--- src/inc/cmbm_regs.svh ---
// Overview of operation
// - Standard id low three bits from byte two
// - Extended id byte one gives bits 28-21
// - Extended id byte two gives bits 20-13
// - Extended id byte three gives bits 12-5
// - Extended id byte four 7-3 gives 4-0
// - Send data byte count from length code
// - Data sent MSB first, lowest address first
// - Data at 0x13-0x1A standard, 0x15-0x1C extended
// - Standard read 0x1B/0x1C shows next frame
// - Receive info byte: format, remote, zeros, length
// - Standard receive id byte one: top bits
// - Standard receive id byte two: low, remote
// - Transmit buffer write-only; reads show receive
// - Length above eight sends eight bytes
// - Info bit 7 extended, bit 6 remote
`ifndef CMBM_REGS_SVH
`define CMBM_REGS_SVH

// Widths of the register port and the frame fields.
`define CMBM_AW 5
`define CMBM_BYTE_W 8
`define CMBM_ID_W 29
`define CMBM_DLC_W 4
`define CMBM_IDX_W 4
`define CMBM_BUF_DEPTH 13
`define CMBM_MAX_BYTES 8
`define CMBM_DATA_BYTES 8

// Byte offsets on the register port.
`define CMBM_OFF_INFO 5'h10
`define CMBM_OFF_ID1 5'h11
`define CMBM_OFF_ID2 5'h12
`define CMBM_OFF_ID3 5'h13
`define CMBM_OFF_ID4 5'h14
`define CMBM_OFF_STD_DATA 5'h13
`define CMBM_OFF_EXT_DATA 5'h15
`define CMBM_OFF_STD_NEXT_INFO 5'h1b
`define CMBM_OFF_STD_NEXT_ID1 5'h1c
`define CMBM_OFF_LAST 5'h1c
`define CMBM_OFF_CMD 5'h1e
`define CMBM_OFF_STATUS 5'h1f

// Field positions.
`define CMBM_INFO_FMT_BIT 7
`define CMBM_INFO_RTR_BIT 6
`define CMBM_STD_ID2_RTR_BIT 4
`define CMBM_EXT_ID4_RTR_BIT 2
`define CMBM_CMD_TX_BIT 0
`define CMBM_CMD_RELEASE_BIT 1
`define CMBM_STAT_RX_VALID_BIT 0
`define CMBM_STAT_TX_BUSY_BIT 1

// Reset values and bit counts.
`define CMBM_BYTE_RST 8'h00
`define CMBM_BIT_TOP 3'h7
`define CMBM_BIT_LAST 3'h0

`endif

--- src/inc/cmbm_pkg.sv ---
`include "cmbm_regs.svh"
package cmbm_pkg;
  typedef enum logic [1:0] {CMBM_IDLE, CMBM_FETCH, CMBM_LOAD, CMBM_SHIFT} cmbm_stream_e;

  // Frame as it leaves the buffer towards the protocol engine.
  typedef struct packed {
    logic ext;
    logic rtr;
    logic [`CMBM_DLC_W-1:0] dlc;
    logic [`CMBM_ID_W-1:0] id;
  } cmbm_tx_frame_s;

  // Oldest frame of the receive queue; a standard id sits in bits 28-18.
  typedef struct packed {
    logic ext;
    logic rtr;
    logic [`CMBM_DLC_W-1:0] dlc;
    logic [`CMBM_ID_W-1:0] id;
    logic [`CMBM_DATA_BYTES-1:0][`CMBM_BYTE_W-1:0] data;
  } cmbm_rx_frame_s;

  // State of the top module apart from the transmit store.
  typedef struct packed {
    logic [`CMBM_BYTE_W-1:0] rdata;
    logic [`CMBM_BYTE_W-1:0] info;
    logic [3:0][`CMBM_BYTE_W-1:0] idb;
    cmbm_tx_frame_s txf;
    logic tx_req;
    logic rx_release;
    logic busy;
    logic done;
    cmbm_stream_e st;
    logic [`CMBM_IDX_W-1:0] idx;
    logic [`CMBM_IDX_W-1:0] count;
    logic [2:0] bitn;
    logic [`CMBM_BYTE_W-1:0] shift;
    logic bit_valid;
  } cmbm_state_s;
endpackage : cmbm_pkg

--- src/rtl/cmbm_mem.sv ---
`timescale 1ns/1ns
`default_nettype none
// Small byte store with registered read data; contents are never reset.
module cmbm_mem #(
  parameter int DW = 8,
  parameter int DEPTH = 13,
  parameter int AW = 4
) (
  input wire logic clk_sys,
  input wire logic resetn,
  input wire logic we,
  input wire logic [AW-1:0] waddr,
  input wire logic [DW-1:0] wdata,
  input wire logic re,
  input wire logic [AW-1:0] raddr,
  output logic [DW-1:0] rdata
);
  logic [DW-1:0] mem [DEPTH];

  // Array write; no reset so the store maps onto plain RAM cells.
  always_ff @(posedge clk_sys) begin
    if (we && (int'(waddr) < DEPTH)) begin
      mem[waddr] <= wdata;
    end
  end

  // Read register, cleared by reset so the output is defined.
  always_ff @(posedge clk_sys or negedge resetn) begin
    if (!resetn) begin
      rdata <= '0;
    end else if (re && (int'(raddr) < DEPTH)) begin
      rdata <= mem[raddr];
    end
  end
endmodule : cmbm_mem
`default_nettype wire

--- src/rtl/cmbm_top.sv ---
`timescale 1ns/1ns
`default_nettype none
`include "cmbm_regs.svh"
module cmbm_top
  import cmbm_pkg::*;
#(
  parameter int DEPTH = `CMBM_BUF_DEPTH
) (
  input wire logic clk_sys,
  input wire logic resetn,
  input wire logic [`CMBM_AW-1:0] reg_addr,
  input wire logic [`CMBM_BYTE_W-1:0] reg_wdata,
  input wire logic reg_wr,
  input wire logic reg_rd,
  output logic [`CMBM_BYTE_W-1:0] reg_rdata,
  input wire cmbm_rx_frame_s rx_head,
  input wire logic rx_head_valid,
  input wire logic [`CMBM_BYTE_W-1:0] rx_next_info,
  input wire logic [`CMBM_BYTE_W-1:0] rx_next_id1,
  output logic rx_release,
  output cmbm_tx_frame_s tx_frame,
  output logic tx_req,
  output logic tx_busy,
  input wire logic tx_bit_adv,
  output logic tx_bit,
  output logic tx_bit_valid,
  output logic tx_data_done
);
  cmbm_state_s s_q;
  cmbm_state_s s_d;
  logic mem_we;
  logic [`CMBM_IDX_W-1:0] mem_waddr;
  logic mem_re;
  logic [`CMBM_IDX_W-1:0] mem_raddr;
  logic [`CMBM_BYTE_W-1:0] mem_rdata;

  //////////////////////////////////////////////////////////////////////////////
  // Decoding helpers.

  // Number of data bytes to send for a given info byte.
  function automatic logic [`CMBM_IDX_W-1:0] data_count(input logic [`CMBM_BYTE_W-1:0] info);
    logic [`CMBM_DLC_W-1:0] dlc;
    dlc = info[`CMBM_DLC_W-1:0];
    if (dlc > `CMBM_DLC_W'(`CMBM_MAX_BYTES)) begin
      dlc = `CMBM_DLC_W'(`CMBM_MAX_BYTES);
    end
    data_count = info[`CMBM_INFO_RTR_BIT] ? '0 : `CMBM_IDX_W'(dlc);
  endfunction : data_count

  // Build the outgoing frame from the info byte and the four id bytes.
  function automatic cmbm_tx_frame_s build_tx(input logic [`CMBM_BYTE_W-1:0] info,
                                              input logic [3:0][`CMBM_BYTE_W-1:0] idb);
    cmbm_tx_frame_s f;
    f = '0;
    f.ext = info[`CMBM_INFO_FMT_BIT];
    f.rtr = info[`CMBM_INFO_RTR_BIT];
    f.dlc = info[`CMBM_DLC_W-1:0];
    if (f.ext) begin
      f.id[28:21] = idb[0];
      f.id[20:13] = idb[1];
      f.id[12:5] = idb[2];
      f.id[4:0] = idb[3][7:3];
    end else begin
      f.id[28:21] = idb[0];
      f.id[20:18] = idb[1][7:5];
    end
    build_tx = f;
  endfunction : build_tx

  // Byte seen by a read of the receive view at a buffer offset.
  function automatic logic [`CMBM_BYTE_W-1:0] rx_byte(input cmbm_rx_frame_s f,
                                                      input logic [`CMBM_AW-1:0] a,
                                                      input logic [`CMBM_BYTE_W-1:0] nxt_info,
                                                      input logic [`CMBM_BYTE_W-1:0] nxt_id1);
    logic [`CMBM_AW-1:0] base;
    logic [`CMBM_AW-1:0] rel;
    rx_byte = `CMBM_BYTE_RST;
    base = f.ext ? `CMBM_OFF_EXT_DATA : `CMBM_OFF_STD_DATA;
    rel = a - base;
    if (a == `CMBM_OFF_INFO) begin
      rx_byte = {f.ext, f.rtr, 2'b00, f.dlc};
    end else if (a == `CMBM_OFF_ID1) begin
      rx_byte = f.id[28:21];
    end else if (!f.ext && a == `CMBM_OFF_ID2) begin
      rx_byte = {f.id[20:18], f.rtr, 4'h0};
    end else if (f.ext && a == `CMBM_OFF_ID2) begin
      rx_byte = f.id[20:13];
    end else if (f.ext && a == `CMBM_OFF_ID3) begin
      rx_byte = f.id[12:5];
    end else if (f.ext && a == `CMBM_OFF_ID4) begin
      rx_byte = {f.id[4:0], f.rtr, 2'b00};
    end else if (!f.ext && a == `CMBM_OFF_STD_NEXT_INFO) begin
      rx_byte = nxt_info;
    end else if (!f.ext && a == `CMBM_OFF_STD_NEXT_ID1) begin
      rx_byte = nxt_id1;
    end else if (a >= base && a <= `CMBM_OFF_LAST) begin
      rx_byte = f.data[rel[2:0]];
    end
  endfunction : rx_byte

  //////////////////////////////////////////////////////////////////////////////
  // Transmit byte store.

  // Every buffer write is stored; the store feeds the data streamer only.
  always_comb begin
    mem_we = reg_wr && (reg_addr >= `CMBM_OFF_INFO) && (reg_addr <= `CMBM_OFF_LAST);
    mem_waddr = `CMBM_IDX_W'(reg_addr - `CMBM_OFF_INFO);
  end

  cmbm_mem #(
    .DW(`CMBM_BYTE_W),
    .DEPTH(DEPTH),
    .AW(`CMBM_IDX_W)
  ) u_txbuf (
    .clk_sys(clk_sys),
    .resetn(resetn),
    .we(mem_we),
    .waddr(mem_waddr),
    .wdata(reg_wdata),
    .re(mem_re),
    .raddr(mem_raddr),
    .rdata(mem_rdata)
  );

  //////////////////////////////////////////////////////////////////////////////
  // Next state.

  // Register port, command handling and the serial data streamer.
  always_comb begin
    logic [`CMBM_AW-1:0] base;
    s_d = s_q;
    base = s_q.txf.ext ? `CMBM_OFF_EXT_DATA : `CMBM_OFF_STD_DATA;
    s_d.rdata = `CMBM_BYTE_RST;
    s_d.tx_req = 1'b0;
    s_d.rx_release = 1'b0;
    s_d.done = 1'b0;
    mem_re = 1'b0;
    mem_raddr = `CMBM_IDX_W'(base - `CMBM_OFF_INFO) + s_q.idx;

    // Header bytes are shadowed so the frame can be built in one cycle.
    if (reg_wr && reg_addr == `CMBM_OFF_INFO) begin
      s_d.info = reg_wdata;
    end else if (reg_wr && reg_addr >= `CMBM_OFF_ID1 && reg_addr <= `CMBM_OFF_ID4) begin
      s_d.idb[reg_addr[1:0] - 2'd1] = reg_wdata;
    end

    if (reg_rd) begin
      if (reg_addr >= `CMBM_OFF_INFO && reg_addr <= `CMBM_OFF_LAST) begin
        s_d.rdata = rx_byte(rx_head, reg_addr, rx_next_info, rx_next_id1);
      end else if (reg_addr == `CMBM_OFF_STATUS) begin
        s_d.rdata[`CMBM_STAT_RX_VALID_BIT] = rx_head_valid;
        s_d.rdata[`CMBM_STAT_TX_BUSY_BIT] = s_q.busy;
      end
    end

    if (reg_wr && reg_addr == `CMBM_OFF_CMD && reg_wdata[`CMBM_CMD_RELEASE_BIT]) begin
      s_d.rx_release = rx_head_valid;
    end

    // A transmit command while a frame is still going out is dropped.
    if (reg_wr && reg_addr == `CMBM_OFF_CMD && reg_wdata[`CMBM_CMD_TX_BIT] && !s_q.busy) begin
      s_d.txf = build_tx(s_q.info, s_q.idb);
      s_d.count = data_count(s_q.info);
      s_d.tx_req = 1'b1;
      s_d.busy = 1'b1;
      s_d.idx = '0;
      s_d.st = CMBM_FETCH;
    end else begin
      unique case (s_q.st)
        CMBM_IDLE: begin
        end
        CMBM_FETCH: begin
          if (s_q.idx == s_q.count) begin
            s_d.done = 1'b1;
            s_d.busy = 1'b0;
            s_d.st = CMBM_IDLE;
          end else begin
            mem_re = 1'b1;
            s_d.st = CMBM_LOAD;
          end
        end
        CMBM_LOAD: begin
          s_d.shift = mem_rdata;
          s_d.bitn = `CMBM_BIT_TOP;
          s_d.bit_valid = 1'b1;
          s_d.st = CMBM_SHIFT;
        end
        CMBM_SHIFT: begin
          if (tx_bit_adv) begin
            if (s_q.bitn == `CMBM_BIT_LAST) begin
              s_d.bit_valid = 1'b0;
              s_d.idx = s_q.idx + `CMBM_IDX_W'(1);
              s_d.st = CMBM_FETCH;
            end else begin
              s_d.shift = {s_q.shift[`CMBM_BYTE_W-2:0], 1'b0};
              s_d.bitn = s_q.bitn - 3'd1;
            end
          end
        end
      endcase
    end
  end

  //////////////////////////////////////////////////////////////////////////////
  // State register.

  // The whole state record is reset; bytes in the transmit store are left as they power up.
  always_ff @(posedge clk_sys or negedge resetn) begin
    if (!resetn) begin
      s_q <= '0;
    end else begin
      s_q <= s_d;
    end
  end

  // Outputs come straight from the state register.
  assign reg_rdata = s_q.rdata;
  assign rx_release = s_q.rx_release;
  assign tx_frame = s_q.txf;
  assign tx_req = s_q.tx_req;
  assign tx_busy = s_q.busy;
  assign tx_bit = s_q.shift[`CMBM_BYTE_W-1];
  assign tx_bit_valid = s_q.bit_valid;
  assign tx_data_done = s_q.done;
endmodule : cmbm_top
`default_nettype wire
--- config.mk ---
export PLATFORM = sky130hd
export DESIGN_NAME = cmbm_top
export DESIGN_NICKNAME = d
export VERILOG_FILES = /design/src/inc/cmbm_pkg.sv /design/src/rtl/cmbm_mem.sv /design/src/rtl/cmbm_top.sv
export VERILOG_INCLUDE_DIRS = /design/src /design/src/inc
export SDC_FILE = /design/constraint.sdc
export NUM_CORES = 1
export LEC_CHECK = 0
export BUFFER_PORTS_ARGS = -buffer_cell sky130_fd_sc_hd__buf_4
export CAP_MARGIN = 20
export CORE_ASPECT_RATIO = 1.1
export CORE_MARGIN = 1
export CORE_UTILIZATION = 40
export DETAILED_ROUTE_END_ITERATION = 12
export PLACE_DENSITY = 0.74
export SYNTH_ARGS = -nofsm -noshare
export SYNTH_HDL_FRONTEND = slang
export SYNTH_SLANG_ARGS = --single-unit
--- constraint.sdc ---
create_clock -name clk_sys -period 2.9 [get_ports clk_sys]
set_clock_uncertainty 0.2 [all_clocks]
set_input_delay 0.435 -clock clk_sys [delete_from_list [all_inputs] [get_ports clk_sys]]
set_output_delay 0.435 -clock clk_sys [all_outputs]
set_load 0.1 [all_outputs]
==> load_flow_metrics.sql, run 1 <==
INSERT INTO impl_metrics (metric_group, metric, value, unit) VALUES
('cells_and_area', 'synthToLayoutAreaGrowth', '23.26', '%'),
('grt', 'via_count_of_the_first_global_routing_pass', '7367', ''),
('floorplanning', 'start_util', '0.4119', ''),
('sta', 'final_count_of_pins_violating_max_slew', '0', ''),
('yosys', 'synth-seq-area-share', '0.5807', ''),
('grt', 'global_route.usage.met3', '0.03141', ''),
('detailed_routing', 'route.detailed.vias_per_inst', '5.389', ''),
('yosys', 'netlist_instances', '788', ''),
('placement', 'place_congestion', '0.9144', ''),
('cts', 'h-tree-depth', '1', ''),
('floorplanning', 'die_y', '169.5', 'µm'),
('floorplanning', 'core_region_area', '0.02477', 'mm²'),
('grt', 'grt.busiest_layer', 'met2', ''),
('setup_path', 'critical_path_arrival', '2900', 'ps'),
('detailed_routing', 'drt_iter0_markers', '400', ''),
('run_status', 'run_status', 'finished, final reports clean', ''),
('setup_path', 'crit_path_start_kind', 'flop', ''),
('yosys', 'syn_area', '0.01020', 'mm²'),
('sta', 'setup_viol_count_final', '0', ''),
('sta', 'tns', '0', 'ps'),
('yosys', 'distinct_cell_type_count_after_synthesis', '60', ''),
('sta', 'report.final.hold_viol_count', '0', ''),
('sta', 'worst-slew-pin-transition', '718.0', 'ps'),
('yosys', 'synth_top_cell_by_area', 'edfxtp_1', ''),
('setup_path', 'worst_ep_required_time', '3080', 'ps'),
('worst_hold_path', 'hold_path_class', 'in -> reg', ''),
('yosys', 'ys_dominant_reg_cell', 'dfrtp_1', ''),
('power', 'vdd_ir_drop_max', '0.3531', 'mV'),
('yosys', 'synth_seq_cells', '216', ''),
('cts', 'tritoncts', 'done', ''),
('sta', 'fin_crit', '2722', 'ps'),
('cells_and_area', 'antenna_cells_inserted', '0', ''),
('grt', 'grt_use_met1', '0.2314', ''),
('cells_and_area', 'fillerInstances', '2142', ''),
('yosys', 'synth_top_area_share', '0.3060', ''),
('detailed_routing', 'remaining_number_of_nets_flagged_by_the_antenna_check_after_routing', '0', ''),
('yosys', 'synth.top_cells.by_area', 'edfxtp_1 (31%), dfrtp_1 (27%), mux4_2 (11%)', ''),
('cts', 'clkTransAtPathRegs', '70', 'ps'),
('detailed_routing', 'routed_wire_length_per_instance', '20.59', 'µm'),
('cts', 'clock_sinks', '216', ''),
('detailed_routing', 'wl', '26.29', 'mm'),
('cells_and_area', 'final-instance-count-excl-fill', '1277', ''),
('floorplanning', 'num_io_pins', '183', ''),
('sta', 'rsz0062_at_grt', 'false', ''),
('power', 'power_density', '685.2', 'mW/mm²'),
('cells_and_area', 'final_nets', '1098', ''),
('floorplanning', 'die_area', '0.02616', 'mm²'),
('grt', 'gr-total-overflow', '0', ''),
('cts', 'clockRootBuffer', 'clkbuf_16', ''),
('floorplanning', 'die_width', '154.3', 'µm'),
('cts', 'cts-buffers-inserted', '23', ''),
('detailed_routing', 'drt_pass1_iterations', '6', ''),
('grt', 'antenna_violations_before_repair', '0', ''),
('sta', 'max_slew_margin', '0.5190', ''),
('yosys', 'yosysMostFrequentCell', 'nand2_1', ''),
('grt', 'globalRouteMet2Util', '0.3866', ''),
('cells_and_area', 'drive_gt1_frac', '0.3578', ''),
('grt', 'grt_max_degree', '62', ''),
('setup_path', 'critical_path_class', 'reg -> reg', ''),
('cts', 'clock_path_buffers', '3', ''),
('yosys', 'post_synth.cell_area_avg', '12.95', 'µm²'),
('cells_and_area', 'multi_input_comb_area', '0.003700', 'mm²'),
('grt', 'grt.total_usage', '0.2068', ''),
('floorplanning', 'core.rowCount', '60', ''),
('flow_run', 'max-cap-violations', '0', ''),
('placement', 'placed_cells_incl_taps', '1232', ''),
('detailed_routing', 'routed-via-count', '6882', ''),
('grt', 'grt_pass1_wl', '40.87', 'mm'),
('placement', 'detailedPlacementHpwl', '19.22', 'mm'),
('yosys', 'synth.cells.most_frequent', 'nand2_1 (143), dfrtp_1 (112), edfxtp_1 (104)', ''),
('placement', 'io_buffers', '182', ''),
('cts', 'clk_latency', '510', 'ps'),
('cells_and_area', 'seq_area', '0.005926', 'mm²'),
('yosys', 'synth-edff-count', '104', ''),
('power', 'p_leak', '0.005373', 'µW'),
('detailed_routing', 'remaining_routing_drc_violations', '0', ''),
('cts', 'post-cts-setup-buffers', '0', ''),
('setup_path', 'end_kind', 'flop', ''),
('yosys', 'synth-warning-count', '0', ''),
('sta', 'peak_clock_frequency_supported_by_timing', '367.4', 'MHz'),
('sta', 'min_period_over_period', '0.9387', ''),
('yosys', 'async_reset_ff_frac', '0.5185', ''),
('setup_path', 'path_max_fanout', '9', ''),
('yosys', 'synthesis.nets', '936', '');
-- cell usage in the layout, fill, tap and decap left out, drive strengths merged, types with 6 or more instances in the layout --
cell type,n
buf,217
nand2,143
dfrtp,112
edfxtp,104
mux4,48
o21ai,43
nor2,37
mux2,33
clkbuf,28
inv,19
mux2i,17
a21oi,17
ha,12
nand3,11
a22oi,10
xor2,9
clkinv,8
nor3,7
nand2b,6
and3,6
-- power by group --
| part | switching (µW) | internal [µW] | leakage (µW) | total, µW |
|---|---|---|---|---|
| Clock | 1200 | 1860 | 0.000395 | 3060 |
| Combinational | 1050 | 807 | 0.00257 | 1860 |
| Sequential | 204 | 3500 | 0.00241 | 3700 |
-- state kept, by name, indices dropped and copies added (netlist names) --
signal         cells
tx_req             1
rx_release         1
reg_rdata          8
u_txbuf.rdata      8
tx_bit             1
s_q               55
u_txbuf.mem      104
tx_data_done       1
tx_busy            1
tx_frame          35
tx_bit_valid       1
-- path summary, 6_finish.rpt --
kind	end	start	cells after the start	slack, ps
hold / removal	reg_rdata[5]$_DFF_PN0_	rx_head[74]	3	40
hold reg to reg	tx_frame[25]$_DFFE_PN0P_	s_q[65]$_DFFE_PN0P_	2	270
setup / recovery	u_txbuf.rdata[5]$_DFFE_PN0P_	s_q[17]$_DFFE_PN0P_	6	180
max in group asynchronous	reg_rdata[7]$_DFF_PN0_	resetn	3	1510
setup reg to reg	u_txbuf.rdata[5]$_DFFE_PN0P_	s_q[17]$_DFFE_PN0P_	6	180
min in group asynchronous	tx_frame[27]$_DFFE_PN0P_	resetn	2	280
-- what timing repair did --
item	CTS	global route
hold buffers	3	0
endpoints found under the hold margin	39	0
gates resized for setup	0	0
-- kinds of logic after synthesis --
kind of cell / synth area share
xor+xnor: 0.01361
flops: 0.5807
buf+inv: 0.05677
simple gates: 0.1062
fa+ha+maj: 0.01864
compound gates: 0.06511
mux: 0.1590
-- metrics by stage --
step	cell area (µm²)	hold WS [ps]	power (µW)	setup slack (ps)	utilization
final	12580	38.69	8618	177.9	0.5077
after detailed placement	11760	254.8	5622	101.7	0.4745
after global placement	11760	244.5	5559	163.4	0.4745
after CTS	12580	24.28	8701	156.5	0.5077
after global routing	12580	45.26	8977	57.38	0.5077
after floorplan	10200	-60.59	5011	15.49	-
-- layer usage --
metal,vias to the layer above,routed length [µm],part of all wire
met3,67,1546,0.059
met2,296,14030,0.53
met5,-,0,0
met1,3364,9555,0.36
li1,3155,-,-
met4,0,1166,0.044
-- area by class of cell --
cell class | count | area share
repair buffers | 220 | 0.1359
clock inverters | 14 | 0.01492
inverters | 17 | 0.005073
well taps | 310 | 0.03084
clock buffers | 28 | 0.04805
multi-input cells | 472 | 0.2941
flip-flops and latches | 216 | 0.4711
-- worst max-delay path, stage by stage (launching register included) --
cell and delay (ps):
dfrtp_1 450, ha_1 330, a21o_1 200, a21oi_2 170, xnor2_2 240, a211oi_4 590, mux2_2 410
No activity file was read; power rests on OpenSTA's default activity.
==> run 2: changes to the inputs <==
- ABC_AREA: default -> 1
- CORE_UTILIZATION: 40 -> 50
- PLACE_DENSITY: 0.74 -> 0.86
==> load_flow_metrics.sql, run 2 <==
INSERT INTO impl_metrics (metric_group, metric, value, unit) VALUES
('cts', 'clock_sinks', '216', ''),
('floorplanning', 'core_region_area', '0.02051', 'mm²'),
('cts', 'post-cts-setup-buffers', '0', ''),
('yosys', 'synth_top_cell_by_area', 'edfxtp_1', ''),
('detailed_routing', 'remaining_routing_drc_violations', '0', ''),
('setup_path', 'path_max_fanout', '48', ''),
('floorplanning', 'die_area', '0.02145', 'mm²'),
('power', 'p_leak', '0.005698', 'µW'),
('setup_path', 'timing.critical_path.cells', 'inv_1, fa_1, buf_12, o32ai_1, mux2_2, nand2_1, o21ai_0, nor2_1, a21oi_1', ''),
('yosys', 'synthesis.nets', '1280', ''),
('cells_and_area', 'final_area', '0.01261', 'mm²'),
('setup_path', 'crit_family', 'compound AO/OA/AOI/OAI gates', ''),
('cts', 'clock_path_buffers', '3', ''),
('floorplanning', 'core.rowCount', '55', ''),
('sta', 'report.final.hold_viol_count', '0', ''),
('sta', 'setup_viol_count_final', '0', ''),
('detailed_routing', 'drt_iter0_markers', '693', ''),
('cells_and_area', 'layout_commonest_cell', 'nand2_1', ''),
('sta', 'min_period_over_period', '0.9212', ''),
('run_status', 'run_status', 'finished, final reports clean', ''),
('yosys', 'synth-warning-count', '0', ''),
('cts', 'clockRootBuffer', 'clkbuf_16', ''),
('floorplanning', 'num_io_pins', '183', ''),
('placement', 'io_buffers', '182', ''),
('yosys', 'post_synth_and_or_nand_nor_area_fraction', '0.1896', ''),
('floorplanning', 'die_y', '153.5', 'µm'),
('grt', 'grt_pass1_wl', '43.97', 'mm'),
('yosys', 'synth-seq-area-share', '0.5679', ''),
('yosys', 'netlist_instances', '1132', ''),
('placement', 'detailedPlacementHpwl', '19.87', 'mm'),
('sta', 'fin_hold_ws', '18.05', 'ps'),
('detailed_routing', 'route.detailed.vias_per_inst', '5.504', ''),
('yosys', 'synth_top_family_by_area', 'simple AND/OR/NAND/NOR gates', ''),
('cts', 'h-tree-depth', '1', ''),
('cells_and_area', 'largest_register_ff_count', '104', ''),
('cells_and_area', 'most-common-layout-cells', 'nand2_1 (253), buf_4 (220), nor2_1 (166)', ''),
('cells_and_area', 'final_nets', '1438', ''),
('setup_path', 'critical_path_arrival', '2890', 'ps'),
('sta', 'final_count_of_pins_violating_max_slew', '0', ''),
('worst_hold_path', 'hold_path_class', 'in -> reg', ''),
('yosys', 'yosysMostFrequentCell', 'nand2_1', ''),
('yosys', 'synth.cells.most_frequent', 'nand2_1 (253), nor2_1 (166), dfrtp_1 (112)', ''),
('floorplanning', 'start_util', '0.5088', ''),
('sta', 'fin_crit', '2672', 'ps'),
('placement', 'placement.cell_area', '0.01191', 'mm²'),
('flow_run', 'max-cap-violations', '0', ''),
('grt', 'grt_max_degree', '52', ''),
('cells_and_area', 'drive_gt1_frac', '0.2311', ''),
('yosys', 'synth_compound_gate_area_share', '0.1184', ''),
('cts', 'tritoncts', 'done', ''),
('yosys', 'synth-edff-count', '104', ''),
('yosys', 'synth_seq_cells', '216', ''),
('floorplanning', 'die_width', '139.7', 'µm'),
('cells_and_area', 'max_flop_register', 'u_txbuf.mem', ''),
('cts', 'clkTransAtPathRegs', '60', 'ps'),
('cells_and_area', 'synthToLayoutAreaGrowth', '20.83', '%'),
('detailed_routing', 'wl', '27.88', 'mm'),
('grt', 'gr-total-overflow', '0', ''),
('power', 'vdd_ir_drop_max', '0.2951', 'mV'),
('yosys', 'synth.top_cells.by_area', 'edfxtp_1 (30%), dfrtp_1 (27%), nand2_1 (9.1%)', ''),
('yosys', 'synth_top_area_share', '0.2993', ''),
('setup_path', 'worst_ep_required_time', '3120', 'ps'),
('grt', 'grt.total_usage', '0.2634', ''),
('yosys', 'post_synth.cell_area_avg', '9.217', 'µm²'),
('sta', 'rsz0062_at_grt', 'false', ''),
('yosys', 'synth_adder_area_share', '0.01823', ''),
('detailed_routing', 'drt_pass1_iterations', '5', ''),
('yosys', 'syn_area', '0.01043', 'mm²'),
('detailed_routing', 'routed_wire_length_per_instance', '17.82', 'µm'),
('setup_path', 'crit_path_start_kind', 'flop', ''),
('setup_path', 'end_kind', 'flop', ''),
('placement', 'place_congestion', '0.9304', ''),
('sta', 'tns', '0', 'ps'),
('yosys', 'synth.area.mux_share', '0.01631', ''),
('sta', 'worst-slew-pin-transition', '609.0', 'ps'),
('sta', 'max_slew_margin', '0.5930', ''),
('detailed_routing', 'remaining_number_of_nets_flagged_by_the_antenna_check_after_routing', '0', ''),
('setup_path', 'critical-path-max-stage-delay', '540', 'ps'),
('setup_path', 'critical_path_class', 'reg -> reg', ''),
('power', 'power_density', '536.7', 'mW/mm²'),
('yosys', 'synth-xor-area-share', '0.006476', ''),
('cts', 'clk_latency', '510', 'ps'),
('grt', 'antenna_violations_before_repair', '1', ''),
('setup_path', 'cpMaxStageDelayCell', 'fa_1', ''),
('sta', 'peak_clock_frequency_supported_by_timing', '374.3', 'MHz'),
('yosys', 'distinct_cell_type_count_after_synthesis', '41', ''),
('grt', 'via_count_of_the_first_global_routing_pass', '8589', ''),
('setup_path', 'cp_num_buf_inv', '2', ''),
('detailed_routing', 'routed-via-count', '8608', ''),
('yosys', 'ys_dominant_reg_cell', 'dfrtp_1', ''),
('yosys', 'async_reset_ff_frac', '0.5185', ''),
('cts', 'cts-buffers-inserted', '23', '');
-- run 2: changes by cell type in the layout (fill, tap and decap cells not counted), sizes merged, moves of 12 or more --
cell | previous run | this run
a21oi | 17 | 29
o21ai | 43 | 145
mux2 | 33 | 8
inv | 19 | 90
o32ai | 0 | 25
mux4 | 48 | 0
nand2 | 143 | 254
nand3 | 11 | 37
nor2 | 37 | 173
-- run 2: worst paths after layout --
path                                               start                            to  slack (ps)  depth (start not counted)
worst max register to register  tx_frame[34]$_DFFE_PN0P_  u_txbuf.rdata[0]$_DFFE_PN0P_         230                          9
min in group asynchronous                         resetn      tx_frame[21]$_DFFE_PN0P_         190                          2
max in group asynchronous                         resetn  u_txbuf.rdata[6]$_DFFE_PN0P_        1560                          3
worst min-delay path                         rx_head[89]        reg_rdata[4]$_DFF_PN0_          20                          3
worst max-delay path            tx_frame[34]$_DFFE_PN0P_  u_txbuf.rdata[0]$_DFFE_PN0P_         230                          9
worst min register to register       s_q[74]$_DFFE_PN0P_      tx_frame[18]$_DFFE_PN0P_         280                          2
-- run 2: what timing repair did --
item,in CTS,in global routing
endpoints found under the hold margin,30,0
hold buffers,1,0
resized for setup,0,0
-- run 2: area by class of cell --
cell class	count	area [µm²]
fill	1615	7900
sequential	216	5926
multi-input combinational	738	3646
timing repair buffer	223	1702
clock buffer	31	615.6
inverter	88	330.3
tap	256	320.3
clock inverter	11	65.06
antenna	1	2.502
-- run 2: metal layers --
layer  global-route usage  part of all wire  vias up
met3              0.04578             0.081       67
met2               0.4667              0.50      436
li1                     -                 -     4044
met4               0.1429             0.048        0
met1               0.3032              0.37     4061
met5                    0                 0        -
-- run 2: logic make-up (layout without fill, tap and decap cells) --
kind of cell | count (synthesis) | count (layout)
AOI/OAI and AO/OA | 216 | 216
xor gates and xnor gates | 6 | 6
adders and majority gates | 14 | 14
buffers and inverters | 178 | 353
DFF | 216 | 216
muxes | 16 | 16
other | 0 | 1
and+or+nand+nor | 486 | 486
-- run 2: through the flow --
stage               cells  total power (µW)  worst slack (ps)    util
floorplan            1132              3812             453.1       -
global placement     1520              4129             190.5  0.5810
detailed placement   1520              4151             110.3  0.5810
CTS                  1563              6788             276.9  0.6146
global route         1564              7003             152.5  0.6148
finish               1564              6766             228.5  0.6148
-- run 2: worst reg2reg max path: cells and delay by family (launching register included) --
| kind | cells | cell delay [ps] |
|---|---|---|
| buf+inv | 2 | 320 |
| compound gates | 3 | 760 |
| fa+ha+maj | 1 | 540 |
| simple gates | 2 | 120 |
| mux | 1 | 260 |
| flops | 1 | 390 |
-- run 2: report_power, final --
group | leakage [µW] | internal (µW) | switching (µW)
Combinational | 0.00300 | 283 | 427
Clock | 0.000331 | 1500 | 1160
Sequential | 0.00237 | 3340 | 63.0
Total | 0.00570 | 5120 | 1650
